File: config.mk
export PLATFORM = sky130hd
export DESIGN_NAME = loop_cfg
export DESIGN_NICKNAME = d
export VERILOG_FILES = /design/src/design/loop_cfg_pkg.sv /design/src/design/loop_cfg.sv
export SDC_FILE = /design/constraint.sdc
export NUM_CORES = 1
export LEC_CHECK = 0
export ABC_AREA = 1
export BUFFER_PORTS_ARGS = -buffer_cell sky130_fd_sc_hd__buf_2
export CAP_MARGIN = 5
export CORE_ASPECT_RATIO = 1.75
export CORE_UTILIZATION = 50
export DETAILED_ROUTE_END_ITERATION = 7
export PLACE_DENSITY_LB_ADDON = 0.3
export SYNTH_ARGS = -nofsm -noshare
export SYNTH_HDL_FRONTEND = slang
export SYNTH_SLANG_ARGS = --single-unit
export TNS_END_PERCENT = 50
File: constraint.sdc
create_clock -name ref_clk -period 1 [get_ports ref_clk]
set_input_delay 0.1 -clock ref_clk [delete_from_list [all_inputs] [get_ports ref_clk]]
set_output_delay 0.1 -clock ref_clk [all_outputs]
set_load 0.005 [all_outputs]
File: src/design/loop_cfg_pkg.sv
// constants and carriers for the frequency offset and bit sync configuration block
//
// Notes on behaviour
// - with the carrier gate set, both loops stay frozen until carrier sense rises.
// - before sync, frequency loop gain is (field+1) times K, field reset 10.
// - after sync, bit 2 set gives K/2, clear keeps the pre-sync gain.
// - offset saturation field: 00 off, 01 bw/8, 10 bw/4, 11 bw/2.
// - before sync, recovery integral gain is (field+1) times K_I, reset 01.
// - before sync, recovery proportional gain from bits 5:4, reset 10, 00 is K_P.
// - frequency register bits 7:6 are reserved, read zero, writes have no effect.
package loop_cfg_pkg;
	// ==========================================
	// register map
	localparam logic [7:0] freq_offset_comp_config_addr = 8'h19;
	localparam logic [7:0] bit_sync_config_addr = 8'h1a;
	localparam logic [7:0] freq_reset = 8'h36;
	localparam logic [7:0] sync_reset = 8'h6c;
	localparam logic [7:0] freq_writable = 8'h3f;
	// ==========================================
	// field positions
	localparam int gate_bit = 5;
	localparam int pre_k_lo = 3;
	localparam int post_k_bit = 2;
	localparam int sat_lo = 0;
	localparam int ki_lo = 6;
	localparam int kp_lo = 4;
	// ==========================================
	// loop gain in units of K/2: 2 is K, 8 is 4K, 1 is K/2
	typedef logic [3:0] gain_t;
	localparam gain_t half_k = 4'h1;
	typedef enum logic [1:0] {
		sat_off = 2'b00,
		sat_eighth = 2'b01,
		sat_quarter = 2'b10,
		sat_half = 2'b11
	} sat_e;
	// settings handed to the demodulator loops
	typedef struct packed {
		logic freeze;
		gain_t freq_gain;
		sat_e freq_sat;
		logic [2:0] ki_mult;
		logic [2:0] kp_mult;
	} loop_ctl_s;
endpackage : loop_cfg_pkg

File: src/design/loop_cfg.sv
// register file and loop control for frequency offset compensation and bit sync
`timescale 1ns/100ps
module loop_cfg
	import loop_cfg_pkg::*;
(
	// clock and reset
	input wire logic ref_clk,
	input wire logic rst_n,
	// serial port register access, already in this clock domain
	input wire logic wr_en,
	input wire logic [7:0] addr,
	input wire logic [7:0] wdata,
	output logic [7:0] rdata,
	// demodulator status
	input wire logic carrier_sense,
	input wire logic sync_found,
	// loop settings
	output loop_ctl_s loop_ctl
);
	logic [7:0] freq_offset_comp_config;
	logic [7:0] bit_sync_config;
	logic carrier_seen;
	loop_ctl_s next_loop_ctl;
	logic [7:0] next_rdata;

	// multiplier for a two-bit gain field: 00 gives 1, 11 gives 4
	function automatic logic [2:0] gain_mult(input logic [1:0] f);
		gain_mult = {1'b0, f} + 3'h1;
	endfunction : gain_mult

	// settings that the register reset values give with no carrier and no sync yet
	localparam loop_ctl_s ctl_reset = '{
		freeze: freq_reset[gate_bit],
		freq_gain: {gain_mult(freq_reset[pre_k_lo +: 2]), 1'b0},
		freq_sat: sat_e'(freq_reset[sat_lo +: 2]),
		ki_mult: gain_mult(sync_reset[ki_lo +: 2]),
		kp_mult: gain_mult(sync_reset[kp_lo +: 2])
	};

	// ==========================================
	// registers
	// reserved bits never store, so they read zero
	always_ff @(posedge ref_clk or negedge rst_n) begin
		if (!rst_n) begin
			freq_offset_comp_config <= freq_reset;
		end else if (wr_en && addr == freq_offset_comp_config_addr) begin
			freq_offset_comp_config <= wdata & freq_writable;
		end
	end

	always_ff @(posedge ref_clk or negedge rst_n) begin
		if (!rst_n) begin
			bit_sync_config <= sync_reset;
		end else if (wr_en && addr == bit_sync_config_addr) begin
			bit_sync_config <= wdata;
		end
	end

	// read mux; unmapped addresses read zero
	always_comb begin
		case (addr)
			freq_offset_comp_config_addr: next_rdata = freq_offset_comp_config;
			bit_sync_config_addr: next_rdata = bit_sync_config;
			default: next_rdata = 8'h00;
		endcase
	end

	// read data from a flop, so it stands one edge after the address
	always_ff @(posedge ref_clk or negedge rst_n) begin
		if (!rst_n) begin
			rdata <= 8'h00;
		end else begin
			rdata <= next_rdata;
		end
	end

	// ==========================================
	// carrier gate: once carrier is seen the loops run until carrier sense and sync_found are both low
	always_ff @(posedge ref_clk or negedge rst_n) begin
		if (!rst_n) begin
			carrier_seen <= 1'b0;
		end else if (carrier_sense) begin
			carrier_seen <= 1'b1;
		end else if (!sync_found) begin
			carrier_seen <= 1'b0;
		end
	end

	// ==========================================
	// loop settings, registered so the loops see clean values
	always_comb begin
		next_loop_ctl.freeze = freq_offset_comp_config[gate_bit] && !carrier_seen && !carrier_sense;
		next_loop_ctl.freq_gain = {gain_mult(freq_offset_comp_config[pre_k_lo +: 2]), 1'b0};
		if (sync_found && freq_offset_comp_config[post_k_bit]) begin
			next_loop_ctl.freq_gain = half_k;
		end
		next_loop_ctl.freq_sat = sat_e'(freq_offset_comp_config[sat_lo +: 2]);
		next_loop_ctl.ki_mult = gain_mult(bit_sync_config[ki_lo +: 2]);
		next_loop_ctl.kp_mult = gain_mult(bit_sync_config[kp_lo +: 2]);
	end

	always_ff @(posedge ref_clk or negedge rst_n) begin
		if (!rst_n) begin
			loop_ctl <= ctl_reset;
		end else begin
			loop_ctl <= next_loop_ctl;
		end
	end

	// ==========================================
	// checks: carrier gate

	// loops hold while the gate is set and no carrier has been seen
	a_gate_freeze: assert property (@(posedge ref_clk) disable iff (!rst_n)
		freq_offset_comp_config[gate_bit] && !carrier_sense && !carrier_seen
		|=> loop_ctl.freeze)
		else $error("loops not frozen without carrier");

	// carrier sense opens the gate on the next edge
	a_gate_release: assert property (@(posedge ref_clk) disable iff (!rst_n)
		carrier_sense
		|=> !loop_ctl.freeze)
		else $error("loops frozen with carrier");

	// with the gate bit clear the loops never freeze
	a_gate_open: assert property (@(posedge ref_clk) disable iff (!rst_n)
		!freq_offset_comp_config[gate_bit]
		|=> !loop_ctl.freeze)
		else $error("loops frozen with gate off");

	// carrier sense is remembered for the rest of the packet
	a_carrier_latch: assert property (@(posedge ref_clk) disable iff (!rst_n)
		carrier_sense
		|=> carrier_seen)
		else $error("carrier not remembered");

	// a remembered carrier keeps the loops running when carrier sense drops
	a_carrier_held: assert property (@(posedge ref_clk) disable iff (!rst_n)
		carrier_seen
		|=> !loop_ctl.freeze)
		else $error("loops frozen after carrier seen");

	// ==========================================
	// checks: loop gains and saturation

	// before sync the gain is the field plus one, in units of K
	a_pre_gain: assert property (@(posedge ref_clk) disable iff (!rst_n)
		!sync_found
		|=> loop_ctl.freq_gain == {$past(freq_offset_comp_config[pre_k_lo +: 2]) + 3'h1, 1'b0})
		else $error("pre-sync gain wrong");

	// after sync with the post bit clear the pre-sync gain stays
	a_post_keep: assert property (@(posedge ref_clk) disable iff (!rst_n)
		sync_found && !freq_offset_comp_config[post_k_bit]
		|=> loop_ctl.freq_gain == {$past(freq_offset_comp_config[pre_k_lo +: 2]) + 3'h1, 1'b0})
		else $error("post-sync gain not kept");

	// after sync with the post bit set the gain drops to K/2
	a_post_half: assert property (@(posedge ref_clk) disable iff (!rst_n)
		sync_found && freq_offset_comp_config[post_k_bit]
		|=> loop_ctl.freq_gain == half_k)
		else $error("post-sync gain not half");

	// saturation code passes straight through to the loop
	a_sat_follow: assert property (@(posedge ref_clk) disable iff (!rst_n)
		1'b1
		|=> loop_ctl.freq_sat == $past(freq_offset_comp_config[sat_lo +: 2]))
		else $error("saturation wrong");

	// integral gain multiplier is the field plus one
	a_ki_gain: assert property (@(posedge ref_clk) disable iff (!rst_n)
		1'b1
		|=> loop_ctl.ki_mult == $past(bit_sync_config[ki_lo +: 2]) + 3'h1)
		else $error("integral gain wrong");

	// proportional gain multiplier is the field plus one
	a_kp_gain: assert property (@(posedge ref_clk) disable iff (!rst_n)
		1'b1
		|=> loop_ctl.kp_mult == $past(bit_sync_config[kp_lo +: 2]) + 3'h1)
		else $error("proportional gain wrong");

	// ==========================================
	// checks: register access

	// reserved bits never hold a one, whatever was written
	a_reserved_zero: assert property (@(posedge ref_clk) disable iff (!rst_n)
		wr_en && addr == freq_offset_comp_config_addr
		|=> (freq_offset_comp_config & ~freq_writable) == 8'h00)
		else $error("reserved bits stored");

	// writable bits of the frequency register take the write data
	a_freq_write: assert property (@(posedge ref_clk) disable iff (!rst_n)
		wr_en && addr == freq_offset_comp_config_addr
		|=> freq_offset_comp_config == ($past(wdata) & freq_writable))
		else $error("frequency register write lost");

	// the bit sync register stores all eight bits
	a_sync_write: assert property (@(posedge ref_clk) disable iff (!rst_n)
		wr_en && addr == bit_sync_config_addr
		|=> bit_sync_config == $past(wdata))
		else $error("bit sync register write lost");

	// read data shows the frequency register one edge after its address
	a_read_freq: assert property (@(posedge ref_clk) disable iff (!rst_n)
		addr == freq_offset_comp_config_addr
		|=> rdata == $past(freq_offset_comp_config))
		else $error("frequency register read wrong");

	// read data shows the bit sync register one edge after its address
	a_read_sync: assert property (@(posedge ref_clk) disable iff (!rst_n)
		addr == bit_sync_config_addr
		|=> rdata == $past(bit_sync_config))
		else $error("bit sync register read wrong");

	// any other address reads zero
	a_read_unmapped: assert property (@(posedge ref_clk) disable iff (!rst_n)
		addr != freq_offset_comp_config_addr && addr != bit_sync_config_addr
		|=> rdata == 8'h00)
		else $error("unmapped read not zero");

	// main scenarios
	c_gate_open: cover property (@(posedge ref_clk) disable iff (!rst_n) loop_ctl.freeze ##1 !loop_ctl.freeze);
	c_post_sync: cover property (@(posedge ref_clk) disable iff (!rst_n) loop_ctl.freq_gain == half_k);
	c_sat_off: cover property (@(posedge ref_clk) disable iff (!rst_n) loop_ctl.freq_sat == sat_off);
	c_carrier_held: cover property (@(posedge ref_clk) disable iff (!rst_n) carrier_seen && !carrier_sense);
	c_refreeze: cover property (@(posedge ref_clk) disable iff (!rst_n) !loop_ctl.freeze ##1 loop_ctl.freeze);
endmodule : loop_cfg

# Word level (Yosys, flattened, before mapping)
# Cells that the tools add are included.
# word_totals
reg_bits	36
output_inout_bits	21
wordCells	26
# op_classes
add_sub_neg	3
eq_ne	3
n_mux	4
reduce_logical	7
# ops
cell	n
$eq A8 B5 Y1 const B	2
$pmux W8 S2	1
$add A2 B1 Y3 const B	3
$logic_and A1 B1 Y1	5
$mux W4	1
$logic_not A1 Y1	2
$mux W1	2
$ne A2 B2 Y1 const B	1

# Depth between registers and ports, before layout
# Gate-level depths: netlist (run 1).
# logic_depth
word_depth	3
ltp_mapped	6
ltp_nobuf	6

# Least setup slack after synthesis (run 1)
# OpenSTA, ideal clock, no wires.
# synth_path
kind	reg-to-reg
startpoint	reg freq_offset_comp_config[4]
endpoint	reg loop_ctl[10] (netlist bit)
setup_ns	0.075
t_arrival_ns	0.808
slack_ns	0.116
stages_incl_launch_ff	4
synth_period_minus_slack_ns	0.884
cell_sequence	dfstp_2 ha_1 inv_1 nor2_1
# synth_lines
item	line_no	text
start: declaration	loop_cfg.sv:20	logic [7:0] freq_offset_comp_config;
start signal: assignment	loop_cfg.sv:45	freq_offset_comp_config <= freq_reset;
start signal: assignment	loop_cfg.sv:47	freq_offset_comp_config <= wdata & freq_writable;
end signal: assignment	loop_cfg.sv:104	loop_ctl <= ctl_reset;
end signal: assignment	loop_cfg.sv:106	loop_ctl <= next_loop_ctl;
end: declaration	loop_cfg.sv:18	output loop_ctl_s loop_ctl

# Worst setup path in the final report (run 1)
# layout_path
startpoint	reg loop_ctl[0] (netlist bit)
endpoint	out loop_ctl[0] (netlist bit)
# No word-level cell between the ends.

==> results of run 1 <==
==> power breakdown <==
| part | switching (mW) | total [mW] | internal [mW] |
|---|---|---|---|
| combinational | 0.123 | 0.224 | 0.101 |
| clock | 0.449 | 1.01 | 0.560 |
| sequential | 0.0273 | 1.56 | 1.54 |
| total | 0.600 | 2.80 | 2.20 |
==> cell usage after synthesis (all sizes together) <==
master,count,share of area (%)
nand2,40,11
nor3b,1,0.51
buf,5,3.6
clkbuf,1,0.34
nand4,14,6.0
nor2,8,4.2
dfrtp,21,36
dfstp,15,27
nand3,13,5.6
o21ai,1,0.34
ha,3,2.6
inv,12,3.1
a21o,1,0.51
==> cell families after synthesis <==
kind of cell | Yosys count | synth area share, %
and+or+nand+nor | 76 | 27.0
DFF | 36 | 62.6
buffers and inverters | 18 | 6.98
adders and majority gates | 3 | 2.56
AOI/OAI and AO/OA | 2 | 0.852
==> per-layer routing <==
layer  share of wire (%)  up-vias  global-route usage (%)
li1                    -      542                       -
met1                  39      506                    18.7
met2                  53       33                    31.1
met3                 5.2        6                    6.63
met4                 2.7        0                    10.1
met5                   0        -                       0
==> worst reg2reg max path, stage by stage (launching register included) <==
cell and delay [ns]:
dfstp_2 0.54, ha_1 0.22, inv_1 0.05, nor2_1 0.04
==> per-stage QoR <==
step / instance area, sq um / worst slack, ns
floorplan: 1470 / 0.116
global placement: 1720 / 0.0621
global route: 1850 / -0.0306
CTS: 1830 / -0.0186
detailed placement: 1720 / 0.0266
finish: 1850 / 0.000185
==> layout make-up <==
class	instances	area, sq um
flip-flops and latches	36	920
fillers	229	907
multi-input cells	81	447
repair buffers	51	310
clock buffers	8	90.1
inverters	12	45.0
well taps	27	33.8
==> what timing repair did <==
item,CTS,global route
resized for setup,0,2
endpoints found under the setup margin,7,7
hold endpoints to repair,38,0
hold buffers,2,0
==> flip-flops by register name (all words and copies together), names as in the netlist <==
signal,flops
carrier_seen,1
freq_offset_comp_config,6
bit_sync_config,8
loop_ctl,13
rdata,8
==> path summary, 6_finish.rpt <==
check,startpoint,to,slack (ns),cells past startpoint
max in group asynchronous,rst_n,loop_ctl[7]$_DFF_PN1_,0.46,3
hold reg to reg,freq_offset_comp_config[1]$_DFFE_PN1P_,loop_ctl[7]$_DFF_PN1_,0.37,0
setup / recovery,loop_ctl[0]$_DFF_PN1_,loop_ctl[0],0.0002,1
setup reg to reg,freq_offset_comp_config[4]$_DFFE_PN1P_,loop_ctl[10]$_DFF_PN1_,0.08,3
min in group asynchronous,rst_n,rdata[7]$_DFF_PN0_,0.30,3
hold / removal,sync_found,carrier_seen$_DFFE_PN0P_,0.03,2
==> impl_metrics.csv, run 1 <==
group,metric,value,unit
run_status,run_status,"finished clean",
finish,most_common_library_cell_in_the_layout_ignoring_fill_and_taps,"buf_2",
floorplanning,die_area,3170,sq um
clocking,cts_root_buffer,"clkbuf_8",
critical_path,timing.critical_path.cells,"buf_2",
min_path,hp-class,"primary input to register",
route,dr_total_vias,1087,
timing,finalSetupViolCount,0,
timing,final_hold_viol_count,0,
finish,area.growth.synth_to_final,25.6,%
clocking,clk_pin_slew_worst_setup_hold_paths,0.06,ns
clocking,h-tree-depth,2,
timing,timing.max_slew.rel_slack,86.2,%
floorplanning,rows,25,
floorplanning,design.portCount,42,
critical_path,critical-path-max-stage-delay,0.52,ns
finish,diodes,0,
route,drt-initial-drc-count,11,
timing,maxClockFrequency,1000,MHz
route,drt-vias-per-instance,5.06,
finish,post-route-util,67.0,%
placed_design,dp_hpwl,1.85,mm
finish,design.final.nets,211,
placed_design,dpl.cell_count,205,
power_and_ir_drop,report.power.total,2.80,mW
critical_path,timing_worst_setup_path_type,"register to primary output",
synth,post_synth_design_cell_area,1470,sq um
critical_path,critical-path-slowest-cell,"dfstp_2",
finish,layout-drive-gt1-share,42.0,%
power_and_ir_drop,cellPowerDensity,1520,nW/um^2
global_route,grt_pass1_wl,4.15,mm
synth,yosys_warnings,0,
finish,instances_no_fill,215,
global_route,grt_antenna_before_repair,0,
synth,synth-seq-cells,36,
power_and_ir_drop,leakage,1.01,nW
synth,post_synth.cell_area_avg,10.9,sq um
floorplanning,die_width,43.0,microns
synth,synth_cell_type_count,20,
timing,rsz0062_at_grt,"yes",
placed_design,portBuffers,41,
run,drv.max_cap_violation_count,0,
timing,setup_tns_final,0,ns
critical_path,cp_num_buf_inv,1,
global_route,globalRouteOverflowTotal,0,
critical_path,cp-end-kind,"primary output",
critical_path,delay_heaviest_family_cp,"flip-flops",
route,detail_route.drc_violations,0,
timing,fin_crit,1.00,ns
clocking,tritoncts,"built",
global_route,pin_count_of_the_biggest_net_entering_global_routing,37,
route,ant_nets,0,
floorplanning,dieHeight,73.7,microns
route,drt_pass1_iterations,4,
timing,period_share,100,%
global_route,via_count_of_the_first_global_routing_pass,1044,
critical_path,timing.critical_path.from_type,"register",
floorplanning,core_area,2750,sq um
synth,synth_cells,135,
timing,worst_pin_slew,0.206,ns
critical_path,crit_path_max_fanout,1,
synth,syn-num-nets,159,
critical_path,critPathRequiredTime,0.90,ns
floorplanning,initial_utilization,53.4,%
timing,final_number_of_max_transition_violations,0,
route,route.final.wire_length,2.41,mm
placed_design,gp_routability_congestion,0.788,
clocking,insertion_delay,0.29,ns
timing,hold_ws,0.0330,ns
clocking,clock_sinks,36,
clocking,cts.path.max_buffers,2,
global_route,groute.usage.overall,18.1,%
synth,synth.yosys.seq_area_share,62.6,%
clocking,cts_setup_buffers,0,
timing,final.setup_skew,0.00676,ns
clocking,number_of_buffers_added_by_the_clock_tree_synthesis_step,5,
route,routed_wire_length_per_instance,11.2,microns
power_and_ir_drop,irDropWorstVdd,1270,uV
critical_path,arrival,0.90,ns
finish,leading_cell_types_in_the_layout_fill_and_taps_excluded,"buf_2, nand2_1, dfrtp_1, dfstp_2, nand4_1",
Power figures use the tool's default switching activity.
==> run 2: changes to the inputs <==
- RECOVER_POWER: not set -> 50
==> run 2 against run 1 <==
Effect of this change:
- first-iteration DRC count up 55%
- worst hold slack better by 0.0019 ns
- critical path type unchanged
- setup slack better by 0.0058 ns
- largest power group unchanged
- die area unchanged
- via count down 1.0%
- clock power about the same
- design area down 1.2%
==> impl_metrics.csv, run 2 (synthesis gave the netlist of run 1 again) <==
group,metric,value,unit
critical_path,crit_cells,1,
route,drt-initial-drc-count,17,
route,detail_route.drc_violations,0,
power_and_ir_drop,leakage,1.01,nW
timing,final.setup_skew,0.00661,ns
finish,regMostFlops,"loop_ctl",
global_route,pin_count_of_the_biggest_net_entering_global_routing,37,
clocking,cts_root_buffer,"clkbuf_8",
run,drv.max_cap_violation_count,0,
timing,worst_pin_slew,0.446,ns
power_and_ir_drop,cellInternalPower,2.19,mW
placed_design,dp_hpwl,1.85,mm
finish,final.fill_count,233,
critical_path,timing.critical_path.from_type,"register",
placed_design,portBuffers,41,
placed_design,gp_routability_congestion,0.788,
clocking,tritoncts,"built",
critical_path,critical-path-slowest-cell,"dfstp_2",
power_and_ir_drop,power_share_of_the_sequential_group,56.2,%
clocking,h-tree-depth,2,
power_and_ir_drop,power.switching_fraction,21.3,%
floorplanning,die_width,43.0,microns
run_status,run_status,"finished clean",
clocking,number_of_buffers_added_by_the_clock_tree_synthesis_step,5,
global_route,grt_antenna_before_repair,0,
clocking,insertion_delay,0.28,ns
critical_path,critical-path-max-stage-delay,0.52,ns
finish,largest_register_ff_count,13,
floorplanning,dieHeight,73.7,microns
placed_design,placed_area,1720,sq um
power_and_ir_drop,power.share.combinational,7.7,%
min_path,hp-class,"primary input to register",
critical_path,delay_heaviest_family_cp,"flip-flops",
floorplanning,core_area,2750,sq um
timing,finalSetupViolCount,0,
clocking,clock_sinks,36,
global_route,globalRouteOverflowTotal,0,
critical_path,cp-end-kind,"primary output",
floorplanning,rows,25,
critical_path,cells_on_worst_reg2reg_path,3,
finish,diodes,0,
route,route.final.wire_length,2.41,mm
timing,fin_crit,0.994,ns
timing,rsz0062_at_grt,"yes",
clocking,clk_pin_slew_worst_setup_hold_paths,0.06,ns
global_route,via_count_of_the_first_global_routing_pass,1044,
power_and_ir_drop,clkPwrFrac,36.1,%
critical_path,crit_path_max_fanout,1,
finish,final_area,1820,sq um
critical_path,r2r_slack,0.08,ns
critical_path,critPathRequiredTime,0.90,ns
timing,setup_tns_final,0,ns
clocking,cts_setup_buffers,0,
floorplanning,initial_utilization,53.4,%
global_route,grt_pass1_wl,4.15,mm
global_route,groute.usage.overall,18.1,%
finish,most_common_library_cell_in_the_layout_ignoring_fill_and_taps,"buf_2",
critical_path,cp_num_buf_inv,1,
route,drt-vias-per-instance,5.00,
critical_path,timing.critical_path.cells,"buf_2",
finish,largest_registers,"loop_ctl x13, bit_sync_config x8, rdata x8",
floorplanning,design.portCount,42,
finish,design.final.nets,211,
power_and_ir_drop,irDropWorstVdd,1260,uV
placed_design,dp_slack,0.0266,ns
clocking,cts.path.max_buffers,2,
finish,area.growth.synth_to_final,24.1,%
route,routed_wire_length_per_instance,11.2,microns
critical_path,arrival,0.89,ns
timing,timing.max_slew.rel_slack,70.3,%
timing,fin_ws,0.00599,ns
placed_design,dpl.cell_count,205,
power_and_ir_drop,cellPowerDensity,1530,nW/um^2
timing,final_number_of_max_transition_violations,0,
timing,period_share,99.4,%
route,ant_nets,0,
route,drt_pass1_iterations,4,
floorplanning,die_area,3170,sq um
timing,maxClockFrequency,1010,MHz
finish,layout-drive-gt1-share,41.0,%
critical_path,timing_worst_setup_path_type,"register to primary output",
finish,leading_cell_types_in_the_layout_fill_and_taps_excluded,"buf_2, nand2_1, dfrtp_1, nand4_1, dfstp_2",
min_path,hold_path_depth,2,
power_and_ir_drop,total_switching_power,593,uW
route,dr_total_vias,1076,
timing,final_hold_viol_count,0,
finish,instances_no_fill,215,
-- run 2: changes by cell type in the layout (fill, tap and decap cells not counted), sizes merged --
cell | previous run | this run
buf | 49 | 48
clkbuf | 8 | 9
-- run 2: area by class of cell --
class                   count  area, sq um  share of cell area, %
inverters                  12         45.0                   2.47
well taps                  27         33.8                   1.85
flip-flops and latches     36          920                   50.4
repair buffers             51          298                   16.3
clock buffers               8         90.1                   4.94
multi-input cells          81          437                   24.0
-- run 2: path summary, 6_finish.rpt --
kind	from	end
max	loop_ctl[0]$_DFF_PN1_	loop_ctl[0]
max in group asynchronous	rst_n	loop_ctl[7]$_DFF_PN1_
min in group asynchronous	rst_n	rdata[7]$_DFF_PN0_
max reg2reg	freq_offset_comp_config[4]$_DFFE_PN1P_	loop_ctl[10]$_DFF_PN1_
min reg2reg	freq_offset_comp_config[1]$_DFFE_PN1P_	loop_ctl[7]$_DFF_PN1_
min	sync_found	carrier_seen$_DFFE_PN0P_
-- run 2: power groups by stage --
stage	Sequential, mW	Clock (mW)	Combinational, mW
4_1_cts	1.56	1.06	0.224
3_5_place_dp	1.59	0	0.217
5_1_grt	1.57	1.11	0.244
6_report	1.56	1.01	0.214
2_1_floorplan	1.59	0	0.0970
3_3_place_gp	1.59	0	0.209
-- run 2: worst reg2reg max path, stage by stage, from the launching register on --
cell,delay (ns)
dfstp_2,0.54
ha_1,0.22
inv_1,0.05
nor2_1,0.04
-- run 2: metal layers --
| layer | part of all wire [%] | GRT usage [%] | vias up | wire length [microns] |
|---|---|---|---|---|
| met5 | 0 | 0 | - | 0 |
| met4 | 2.5 | 10.1 | 0 | 61 |
| met3 | 5.2 | 6.63 | 6 | 125 |
| met2 | 53 | 31.1 | 34 | 1280 |
| met1 | 39 | 18.7 | 495 | 944 |
| li1 | - | - | 541 | - |
-- run 2: per-stage QoR --
| step | power, mW | hold WS (ns) | utilization, % |
|---|---|---|---|
| floorplan | 1.68 | -0.196 | - |
| global placement | 1.79 | 0.0680 | 62.6 |
| detailed placement | 1.80 | 0.0708 | 62.6 |
| CTS | 2.85 | 0.0235 | 66.6 |
| global route | 2.93 | 0.0382 | 66.2 |
| finish | 2.78 | 0.0349 | 66.2 |
-- run 2: repair_timing --
item                                    4_1_cts  5_1_grt
hold buffers                                  2        0
hold endpoints to repair                     38        0
endpoints found under the setup margin        7        7
gates resized for setup                       0        2
